==> src/design/sector_defs.vh <==
// Constants for the health attribute sector builder.
// What this block does
// - A read request taken while idle yields one complete 512-byte sector, never partial.
// - Multi-byte fields go out least significant byte first.
// - Revision word 0010h sits at offset 00h for both record types.
// - Thirty twelve-byte attribute entries run from 02h to 169h.
// - Entry holds ID, flag word, normalized value 01h-FDh, eight vendor bytes.
// - ID zero marks an unused entry; non-zero marks an active one.
// - Active entries may only carry the supported ID set.
// - Flag bit 0 set means pre-failure, clear means advisory.
// - Flag bit 1 set means updated on-line, clear means off-line only.
// - Raw measurements are converted to normalized values comparable to thresholds.
// - Off-line status byte 16Ah bit 7 shows automatic collection enable.
// - Off-line status bits 6..0 use codes 0, 2, 4, 5, 6.
// - Self-test byte 16Bh bits 3..0 give remaining tenths, 0 to 9.
// - Self-test bits 7..4 give outcome codes 0-7 and 15 running.
// - Word at 16Ch gives seconds needed for off-line collection.
// - Off-line capability byte 16Fh reads 1Bh.
// - Capability bit 2 clear means collection suspends and resumes.
// - Capability bit 6 shows selective self-test; bits 5 and 7 zero.
// - Error logging capability byte 172h reads 01h.
// - Byte 174h short test minutes; byte 173h failure check point.
// - Extended minutes byte 175h of 0FFh means use word at 177h.
// - Capability word 170h reads 0003h.
// - Last byte makes all 512 bytes sum to zero.
`ifndef SECTOR_DEFS_VH
`define SECTOR_DEFS_VH

`define SEC_LAST_OFS     9'h1ff
`define SEC_REV_WORD     16'h0010
`define SEC_OFS_ENTRY0   9'h002
`define SEC_OFS_STATUS   9'h16a
`define SEC_OFS_TEST     9'h16b
`define SEC_OFS_SECS_LO  9'h16c
`define SEC_OFS_SECS_HI  9'h16d
`define SEC_OFS_OFFCAP   9'h16f
`define SEC_OFS_CAP_LO   9'h170
`define SEC_OFS_ERRCAP   9'h172
`define SEC_OFS_FAILPT   9'h173
`define SEC_OFS_SHORT    9'h174
`define SEC_OFS_EXTBYTE  9'h175
`define SEC_OFS_EXT_LO   9'h177
`define SEC_OFS_EXT_HI   9'h178

`define ENT_COUNT        5'd30
`define ENT_LAST_POS     4'd11
`define ENT_POS_ID       4'd0
`define ENT_POS_FLAG_LO  4'd1
`define ENT_POS_VALUE    4'd3

`define VAL_MIN          8'h01
`define VAL_MAX          8'hfd
`define VAL_SPAN         16'h00fc

`define OFFCAP_VALUE     8'h1b
`define SMARTCAP_VALUE   8'h03
`define ERRCAP_VALUE     8'h01
`define EXT_ESCAPE       8'hff
`define TENTHS_MAX       4'h9

`define OFF_NEVER        7'h00
`define OFF_DONE         7'h02
`define OFF_SUSPEND      7'h04
`define OFF_ABORT_CMD    7'h05
`define OFF_ABORT_FATAL  7'h06

`define TEST_RUNNING     4'hf
`define TEST_LAST_FAIL   4'h7

`endif

==> src/design/attr_normalizer.v <==
// Raw measurement to normalized attribute value converter.
`timescale 1ns/1ps
`include "sector_defs.vh"
module attr_normalizer (
    // Raw count, larger means worse.
    input wire [15:0] raw,
    // Normalized value, larger means healthier.
    output reg [7:0] value
);
    // Saturate so the value never leaves the legal 01h..FDh window.
    always @* begin
        if (raw >= `VAL_SPAN) begin
            value = `VAL_MIN;
        end else begin
            value = `VAL_MAX - raw[7:0];
        end
    end
endmodule

==> src/design/byte_skid_buffer.v <==
// Two-entry buffer with valid and ready on both sides.
`timescale 1ns/1ps
module byte_skid_buffer #(
    parameter WIDTH = 9
) (
    // Clock and reset.
    input wire clk_sys,
    input wire rst,
    // Filling side.
    input wire in_valid,
    input wire [WIDTH-1:0] in_data,
    output wire in_ready,
    // Draining side.
    output wire out_valid,
    output wire [WIDTH-1:0] out_data,
    input wire out_ready
);
    reg [WIDTH-1:0] head_ff;
    reg [WIDTH-1:0] tail_ff;
    reg head_vld_ff;
    reg tail_vld_ff;
    wire push;
    wire pop;

    // Ready depends only on flops, so the producer sees no combinational path from the sink.
    assign in_ready = ~tail_vld_ff;
    assign out_valid = head_vld_ff;
    assign out_data = head_ff;
    assign push = in_valid & in_ready;
    assign pop = head_vld_ff & out_ready;

    // The head always holds the oldest word; the tail only fills under a stall.
    always @(posedge clk_sys) begin
        if (rst) begin
            head_ff <= {WIDTH{1'b0}};
            tail_ff <= {WIDTH{1'b0}};
            head_vld_ff <= 1'b0;
            tail_vld_ff <= 1'b0;
        end else if (pop) begin
            if (tail_vld_ff) begin
                head_ff <= tail_ff;
                tail_vld_ff <= 1'b0;
            end else begin
                head_ff <= in_data;
                head_vld_ff <= push;
            end
        end else if (push) begin
            if (!head_vld_ff) begin
                head_ff <= in_data;
                head_vld_ff <= 1'b1;
            end else begin
                tail_ff <= in_data;
                tail_vld_ff <= 1'b1;
            end
        end
    end
endmodule

==> src/design/health_attribute_sector_builder.v <==
// Streams the 512-byte device health attribute sector one byte at a time.
`timescale 1ns/1ps
`include "sector_defs.vh"
module health_attribute_sector_builder (
    // Clock and reset.
    input wire clk_sys,
    input wire rst,
    // Sector read request and progress.
    input wire read_req,
    output reg busy_ff,
    // Attribute table load port.
    input wire attr_wr_en,
    input wire [4:0] attr_wr_idx,
    input wire [7:0] attr_wr_id,
    input wire attr_wr_prefail,
    input wire attr_wr_online,
    input wire [15:0] attr_wr_raw,
    output reg attr_wr_ready_ff,
    output reg attr_wr_reject_ff,
    // Live status of the off-line and self-test engines.
    input wire auto_offline_en,
    input wire [6:0] offline_state,
    input wire [3:0] selftest_tenths,
    input wire [3:0] selftest_result,
    input wire [15:0] offline_secs,
    input wire [7:0] selftest_fail_point,
    input wire [7:0] short_test_minutes,
    input wire [15:0] ext_test_minutes,
    // Byte stream towards the host interface.
    output reg out_valid_ff,
    output reg [7:0] out_data_ff,
    output reg out_last_ff,
    input wire out_ready
);
    // One request walks offsets 000h to 1FFh in order into a two-entry buffer.
    // Table and status stay frozen for the walk, so the checksum always matches.
    // A host stall only holds the walk back; no byte is dropped or repeated.
    // Limitation: loads are taken only between sectors.
    // Every output leaves a flop: the buffer head, a walk register or the load reject flag.

    // ************************************************************
    // Attribute table
    // ************************************************************
    // One slot per entry; only the two defined flag bits are kept.
    reg [7:0] id_mem [0:29];
    reg [1:0] flag_mem [0:29];
    reg [7:0] val_mem [0:29];

    wire [7:0] norm_value;
    wire id_ok;
    integer i;

    // Conversion sits on the load path, so a stored value is ready at once.
    attr_normalizer u_norm (
        .raw(attr_wr_raw),
        .value(norm_value)
    );

    // Only IDs of the supported set, or zero, are ever stored.
    // Zero stays legal so that a slot can be emptied again.
    function is_supported;
        input [7:0] id;
        begin
            case (id)
                8'h00,
                8'h01,
                8'h02,
                8'h03,
                8'h04,
                8'h05,
                8'h07,
                8'h08,
                8'h09,
                8'h0a,
                8'h0c,
                8'hc0,
                8'hc1,
                8'hc2,
                8'hc4,
                8'hc5,
                8'hc6,
                8'hc7: is_supported = 1'b1;
                default: is_supported = 1'b0;
            endcase
        end
    endfunction

    assign id_ok = is_supported(attr_wr_id) & (attr_wr_idx < `ENT_COUNT);

    // Loads are refused while a sector is streaming, so the host sees one coherent record.
    always @(posedge clk_sys) begin
        if (rst) begin
            for (i = 0; i < `ENT_COUNT; i = i + 1) begin
                id_mem[i] <= 8'h00;
                flag_mem[i] <= 2'b00;
                val_mem[i] <= 8'h00;
            end
            attr_wr_reject_ff <= 1'b0;
        end else begin
            // A refused load leaves the slot untouched and only pulses reject.
            attr_wr_reject_ff <= attr_wr_en & (~attr_wr_ready_ff | ~id_ok);
            if (attr_wr_en && attr_wr_ready_ff && id_ok) begin
                id_mem[attr_wr_idx] <= attr_wr_id;
                flag_mem[attr_wr_idx] <= {attr_wr_online, attr_wr_prefail};
                val_mem[attr_wr_idx] <= (attr_wr_id == 8'h00) ? 8'h00 : norm_value;
            end
        end
    end

    // ************************************************************
    // Status snapshot
    // ************************************************************
    // Copies of the status inputs, taken at the edge that accepts a request.
    reg auto_en_ff;
    reg [6:0] off_state_ff;
    reg [3:0] tenths_ff;
    reg [3:0] result_ff;
    reg [15:0] secs_ff;
    reg [7:0] fail_pt_ff;
    reg [7:0] short_ff;
    reg [15:0] ext_ff;

    reg [6:0] nxt_off_state;
    reg [3:0] nxt_result;
    reg [3:0] nxt_tenths;
    wire start;

    // A request is taken only while idle; one during a walk is ignored.
    assign start = read_req & ~busy_ff;

    // Undefined engine codes are reported as the neutral code rather than passed through.
    always @* begin
        // Codes outside the defined set never reach the host.
        case (offline_state)
            `OFF_NEVER, `OFF_DONE, `OFF_SUSPEND, `OFF_ABORT_CMD, `OFF_ABORT_FATAL: nxt_off_state = offline_state;
            default: nxt_off_state = `OFF_NEVER;
        endcase
        if (selftest_result <= `TEST_LAST_FAIL || selftest_result == `TEST_RUNNING) begin
            nxt_result = selftest_result;
        end else begin
            nxt_result = `TEST_RUNNING;
        end
        // A stale engine may report more than nine tenths; clamp, never wrap.
        if (selftest_tenths > `TENTHS_MAX) begin
            nxt_tenths = `TENTHS_MAX;
        end else begin
            nxt_tenths = selftest_tenths;
        end
    end

    // Capture at request time so status cannot shift under the checksum.
    always @(posedge clk_sys) begin
        if (rst) begin
            auto_en_ff <= 1'b0;
            off_state_ff <= `OFF_NEVER;
            tenths_ff <= 4'h0;
            result_ff <= 4'h0;
            secs_ff <= 16'h0000;
            fail_pt_ff <= 8'h00;
            short_ff <= 8'h00;
            ext_ff <= 16'h0000;
        // Only the accepting edge copies; nothing moves under a running walk.
        end else if (start) begin
            auto_en_ff <= auto_offline_en;
            off_state_ff <= nxt_off_state;
            tenths_ff <= nxt_tenths;
            result_ff <= nxt_result;
            secs_ff <= offline_secs;
            fail_pt_ff <= selftest_fail_point;
            short_ff <= short_test_minutes;
            ext_ff <= ext_test_minutes;
        end
    end

    // ************************************************************
    // Byte generator
    // ************************************************************
    // Walk offset, entry slot, byte within the entry and the running sum.
    reg [8:0] ofs_ff;
    reg [4:0] ent_idx_ff;
    reg [3:0] ent_pos_ff;
    reg [7:0] sum_ff;
    reg [7:0] nxt_byte;

    wire in_ready;
    wire emit;
    wire in_entries;
    wire buf_valid;
    wire [8:0] buf_data;
    wire [15:0] rev_word;

    // A byte is handed over only when the buffer has room.
    assign emit = busy_ff & in_ready;
    // The entry area ends where the off-line status byte begins.
    assign in_entries = (ofs_ff >= `SEC_OFS_ENTRY0) && (ofs_ff < `SEC_OFS_STATUS);

    // The revision word as a net, so its bytes are picked by part-select.
    assign rev_word = `SEC_REV_WORD;

    // The sector layout by byte offset is as follows.
    // 000h and 001h hold the revision word, low byte first.
    // 002h to 169h hold thirty entries of twelve bytes.
    // 16Ah and 16Bh hold the off-line and self-test states.
    // 16Ch and 16Dh hold the off-line time in seconds.
    // 16Fh to 172h hold the fixed capability bytes.
    // 173h to 178h hold failure point and test durations.
    // 1FFh holds the checksum that zeroes the byte sum.
    // Each offset maps to one byte; anything not named here reads as zero.
    always @* begin
        nxt_byte = 8'h00;
        if (ofs_ff == `SEC_LAST_OFS) begin
            nxt_byte = 8'h00 - sum_ff;
        end else if (ofs_ff < `SEC_OFS_ENTRY0) begin
            nxt_byte = ofs_ff[0] ? rev_word[15:8] : rev_word[7:0];
        end else if (in_entries) begin
            case (ent_pos_ff)
                `ENT_POS_ID: nxt_byte = id_mem[ent_idx_ff];
                `ENT_POS_FLAG_LO: nxt_byte = {6'b000000, flag_mem[ent_idx_ff]};
                `ENT_POS_VALUE: nxt_byte = val_mem[ent_idx_ff];
                default: nxt_byte = 8'h00;
            endcase
        end else begin
            // Status bytes come from the snapshot, never the live inputs.
            case (ofs_ff)
                `SEC_OFS_STATUS: nxt_byte = {auto_en_ff, off_state_ff};
                `SEC_OFS_TEST: nxt_byte = {result_ff, tenths_ff};
                `SEC_OFS_SECS_LO: nxt_byte = secs_ff[7:0];
                `SEC_OFS_SECS_HI: nxt_byte = secs_ff[15:8];
                `SEC_OFS_OFFCAP: nxt_byte = `OFFCAP_VALUE;
                `SEC_OFS_CAP_LO: nxt_byte = `SMARTCAP_VALUE;
                `SEC_OFS_ERRCAP: nxt_byte = `ERRCAP_VALUE;
                `SEC_OFS_FAILPT: nxt_byte = fail_pt_ff;
                `SEC_OFS_SHORT: nxt_byte = short_ff;
                `SEC_OFS_EXTBYTE: nxt_byte = (ext_ff[15:8] != 8'h00) ? `EXT_ESCAPE : ext_ff[7:0];
                `SEC_OFS_EXT_LO: nxt_byte = ext_ff[7:0];
                `SEC_OFS_EXT_HI: nxt_byte = ext_ff[15:8];
                default: nxt_byte = 8'h00;
            endcase
        end
    end

    // The walk runs until the checksum byte is handed to the buffer and then stops.
    always @(posedge clk_sys) begin
        if (rst) begin
            busy_ff <= 1'b0;
            ofs_ff <= 9'h000;
            ent_idx_ff <= 5'd0;
            ent_pos_ff <= 4'd0;
            sum_ff <= 8'h00;
            attr_wr_ready_ff <= 1'b1;
        end else if (start) begin
            // A new walk always restarts at offset zero with a clear sum.
            busy_ff <= 1'b1;
            ofs_ff <= 9'h000;
            ent_idx_ff <= 5'd0;
            ent_pos_ff <= 4'd0;
            sum_ff <= 8'h00;
            attr_wr_ready_ff <= 1'b0;
        end else if (emit) begin
            sum_ff <= sum_ff + nxt_byte;
            ofs_ff <= ofs_ff + 9'h001;
            // Entry counters move only inside the entry area.
            if (in_entries) begin
                if (ent_pos_ff == `ENT_LAST_POS) begin
                    ent_pos_ff <= 4'd0;
                    ent_idx_ff <= ent_idx_ff + 5'd1;
                end else begin
                    ent_pos_ff <= ent_pos_ff + 4'd1;
                end
            end
            // The checksum is the last byte handed over; loads reopen at once.
            if (ofs_ff == `SEC_LAST_OFS) begin
                busy_ff <= 1'b0;
                attr_wr_ready_ff <= 1'b1;
            end
        end
    end

    // ************************************************************
    // Output buffer
    // ************************************************************
    // The ninth bit carries the last-byte flag beside the data.
    byte_skid_buffer #(
        .WIDTH(9)
    ) u_buf (
        .clk_sys(clk_sys),
        .rst(rst),
        .in_valid(busy_ff),
        .in_data({ofs_ff == `SEC_LAST_OFS, nxt_byte}),
        .in_ready(in_ready),
        .out_valid(buf_valid),
        .out_data(buf_data),
        .out_ready(out_ready)
    );

    // The outputs are the buffer head's own flops, passed on by name.
    // A second register stage would cost a cycle and break the stall path.
    always @* begin
        out_valid_ff = buf_valid;
        out_data_ff = buf_data[7:0];
        out_last_ff = buf_data[8];
    end
endmodule

==> config.mk <==
export PLATFORM = sky130hd
export DESIGN_NAME = health_attribute_sector_builder
export DESIGN_NICKNAME = d
export VERILOG_FILES = /design/src/design/attr_normalizer.v /design/src/design/byte_skid_buffer.v /design/src/design/health_attribute_sector_builder.v
export VERILOG_INCLUDE_DIRS = /design/src /design/src/design
export SDC_FILE = /design/constraint.sdc
export NUM_CORES = 1
export LEC_CHECK = 0
export BUFFER_PORTS_ARGS = -buffer_cell sky130_fd_sc_hd__buf_2
export CORE_MARGIN = 4
export CORE_UTILIZATION = 40
export DETAILED_ROUTE_END_ITERATION = 8
export HOLD_SLACK_MARGIN = 0.08
export SETUP_SLACK_MARGIN = 0.1
export SYNTH_ARGS = -nofsm -noshare
export SYNTH_HDL_FRONTEND = slang
export SYNTH_SLANG_ARGS = --single-unit
==> constraint.sdc <==
create_clock -name clk_sys -period 6.06 [get_ports clk_sys]
set_input_delay 0.909 -clock clk_sys [delete_from_list [all_inputs] [get_ports clk_sys]]
set_output_delay 0.909 -clock clk_sys [all_outputs]
set_load 0.02 [all_outputs]
==> impl_metrics.ini <==
[run_status]
outcome = finished clean

[pwr]
power_leakage_nw = 13.41
vdd_drop_max_mv = 0.2116
powerDensity_nw_per_um2 = 296.9

[timing]
whs_ps = 457.6
worst-slew-pin-transition_ps = 1443
fmax_mhz = 204.8
fin_crit_ps = 4882
slew_headroom = 0.03813
period_share = 0.8056
skew_ps = 45.65
rsz0062_at_grt = false
hold_viol_final = 0
fin_setup_tns_ps = 0
slew_violations = 0
setup_violations = 0

[global_route]
overflow = 0
gr-usage-all-layers = 0.2179
grt_max_degree = 66
antenna_found_initial = 4
grt_pass1_vias = 20320
grt_pass1_wl_mm = 134.0

[cts]
postCtsSetupRepairBufs = 0
clockRootBuffer = clkbuf_16
cts_buffer_depth = 3
clock-sinks = 694
clk_pin_slew_worst_paths_ps = 60
ctsHoldBuffers = 0
cts_tree = yes
cts_resized = 0
cts_inserted_buffers = 77
clock_latency_ps = 650
htree_levels = 3

[die]
die_h_um = 286.6
fp.coreArea_um2 = 76450
boundaryPins = 113
rows = 101
dieArea_um2 = 82120
initial_core_util = 0.4060
die_x_um = 286.6

[setup_path]
endpoint = sum_ff[7]
critical_path.top_delay_family = compound AO/OA/AOI/OAI gates
reg2reg_slack_ps = 1180
worstPathArrival_ps = 5420
cp_slowest_cell = dfxtp_4
worst-path-buf-inv = 1
max_stage_delay_ps = 720
path_depth = 15
cp-start-kind = register
required_ps = 6600
end_kind = register
r2r-end = sum_ff[7]
worst-path-max-fanout = 27
reg2reg_depth = 15
path_cells = mux4_2, mux4_2, nand3_1, o211ai_1, o41ai_2, inv_1, ha_1, a21o_1, a21oi_1, o21bai_1, a21oi_1, o21ai_0, or2_2, mux2i_1, mux2i_1
critPathKind = reg2reg

[finish]
n_antenna_cell = 0
layout_common_cells = 576 x edfxtp_1, 303 x nor2_1, 236 x and3_1
layout_commonest_cell = edfxtp_1
fillerInstances = 6748
fin_area_um2 = 35680
layout-drive-gt1-share = 0.1969
stdcell_count = 3580
area.growth.synth_to_final_pct = 14.95
fin_nets = 2608
post-route-util = 0.4667

[synth]
synth-seq-cells = 694
synth-seq-area-share = 0.6333
yosys_warnings = 0
syn_inst = 2314
synth-edff-count = 576
avgSynthCellArea_um2 = 13.41
yosysUniqueCellTypes = 69
synth_area_um2 = 31040
synthArstFlopShare = 0
synth_ff_type = edfxtp_1

[routing]
drtPass1Iterations = 6
ant_nets = 0
drtIter0Drc = 2085
drc = 0
vias_per_cell = 5.611
dr_total_vias = 20090
wl_mm = 89.80
drt-wirelength-per-cell_um = 25.08

[worst_hold_path]
hold_path.class = reg2reg

[placed_design]
dpl.hpwl_mm = 58.02
port_buffers = 112
gp_congestion = 0.8708
place_inst = 3440
postPlaceCellArea_um2 = 33170

[job]
drv_cap = 0
[sequential cells by signal, summed over array words and instances, names as in the netlist, 5 cells and up, named ones only]
name            count
ent_idx_ff          5
ext_ff             16
fail_pt_ff          8
flag_mem           64
id_mem            256
off_state_ff        7
ofs_ff              9
secs_ff            16
short_ff            8
sum_ff              8
u_buf.out_data      9
u_buf.tail_ff       9
val_mem           256
[cell type report]
cell class / instances / area, um^2 / share of cell area
Clock inverter: 36 / 391.6 / 0.01098
Clock buffer: 104 / 2121 / 0.05944
Tap cell: 1030 / 1289 / 0.03612
Inverter: 21 / 78.83 / 0.002209
Sequential cell: 694 / 19670 / 0.5512
Timing Repair Buffer: 193 / 1234 / 0.03457
Multi-Input combinational cell: 1502 / 10900 / 0.3055
[metrics by stage]
stage                     setup slack [ps]  power [mW]
after floorplan                       2122       5.746
after global placement                1068       5.983
after detailed placement              1005       5.996
after CTS                             1219       10.67
after global routing                 886.8       10.92
final                                 1178       10.59
[worst min path at each step]
stage,from,end,cells after the start
after global placement,u_buf.tail_ff[3],u_buf.tail_ff[3],2
final,u_buf.tail_ff[8],u_buf.tail_ff[8],2
after floorplan,off_state_ff[5],off_state_ff[5],1
after global routing,secs_ff[1],secs_ff[1],2
after detailed placement,u_buf.tail_ff[4],u_buf.tail_ff[4],2
after CTS,u_buf.tail_ff[4],u_buf.tail_ff[4],2
[where the power goes]
| part | total (mW) | internal, mW | leakage, nW | switching (mW) |
|---|---|---|---|---|
| Clock | 4.70 | 2.73 | 1.23 | 1.96 |
| Combinational | 0.489 | 0.154 | 5.28 | 0.335 |
| Sequential | 5.41 | 5.34 | 6.90 | 0.0723 |
| Total | 10.6 | 8.22 | 13.4 | 2.37 |
[routing by layer]
metal | track usage | wire, um | vias to the layer above
li1 | - | - | 8920
met1 | 0.2985 | 36910 | 10120
met2 | 0.3457 | 42080 | 896
met3 | 0.05123 | 7965 | 147
met4 | 0.07066 | 2823 | 2
met5 | 0 | 16 | -
[cells in the mapped netlist, drive strengths merged (4+ instances only)]
| cell | count | area [um^2] |
|---|---|---|
| nand2 | 222 | 833.3 |
| nor3 | 31 | 170.2 |
| o22ai | 9 | 56.30 |
| ha | 18 | 225.2 |
| mux2i | 39 | 390.4 |
| nor2 | 307 | 1152 |
| a211oi | 8 | 60.06 |
| or2 | 5 | 31.28 |
| nor2b | 12 | 75.07 |
| a32oi | 8 | 70.07 |
| buf | 52 | 289.0 |
| and3 | 236 | 1476 |
| xnor2 | 11 | 96.34 |
| inv | 21 | 78.82 |
| a21o | 4 | 30.03 |
| edfxtp | 576 | 17300 |
| nand3 | 20 | 100.1 |
| mux2 | 6 | 71.31 |
| a21oi | 89 | 456.7 |
| a22o | 12 | 105.1 |
| o21ai | 27 | 138.9 |
| a22oi | 19 | 142.6 |
| xor2 | 17 | 148.9 |
| dfxtp | 118 | 2362 |
| nand4 | 16 | 100.1 |
| and2 | 19 | 118.9 |
| clkbuf | 140 | 525.5 |
| mux4 | 159 | 3581 |
| nand3b | 6 | 45.04 |
| o211ai | 6 | 45.04 |
| nor4 | 13 | 81.33 |
| nand2b | 41 | 256.5 |
[logic make-up after synthesis]
group	share of synthesized area
simple gates	0.1473
flops	0.6333
buf+inv	0.02878
compound gates	0.04446
mux	0.1302
xor+xnor	0.007900
fa+ha+maj	0.007901
other cells	0.0001208
[worst min-delay path, cell delays in order, from the launching register on]
cell	delay (ps)
dfxtp_1	310
nand2_1	50
a21oi_1	50
Power figures use the tool's default switching activity.
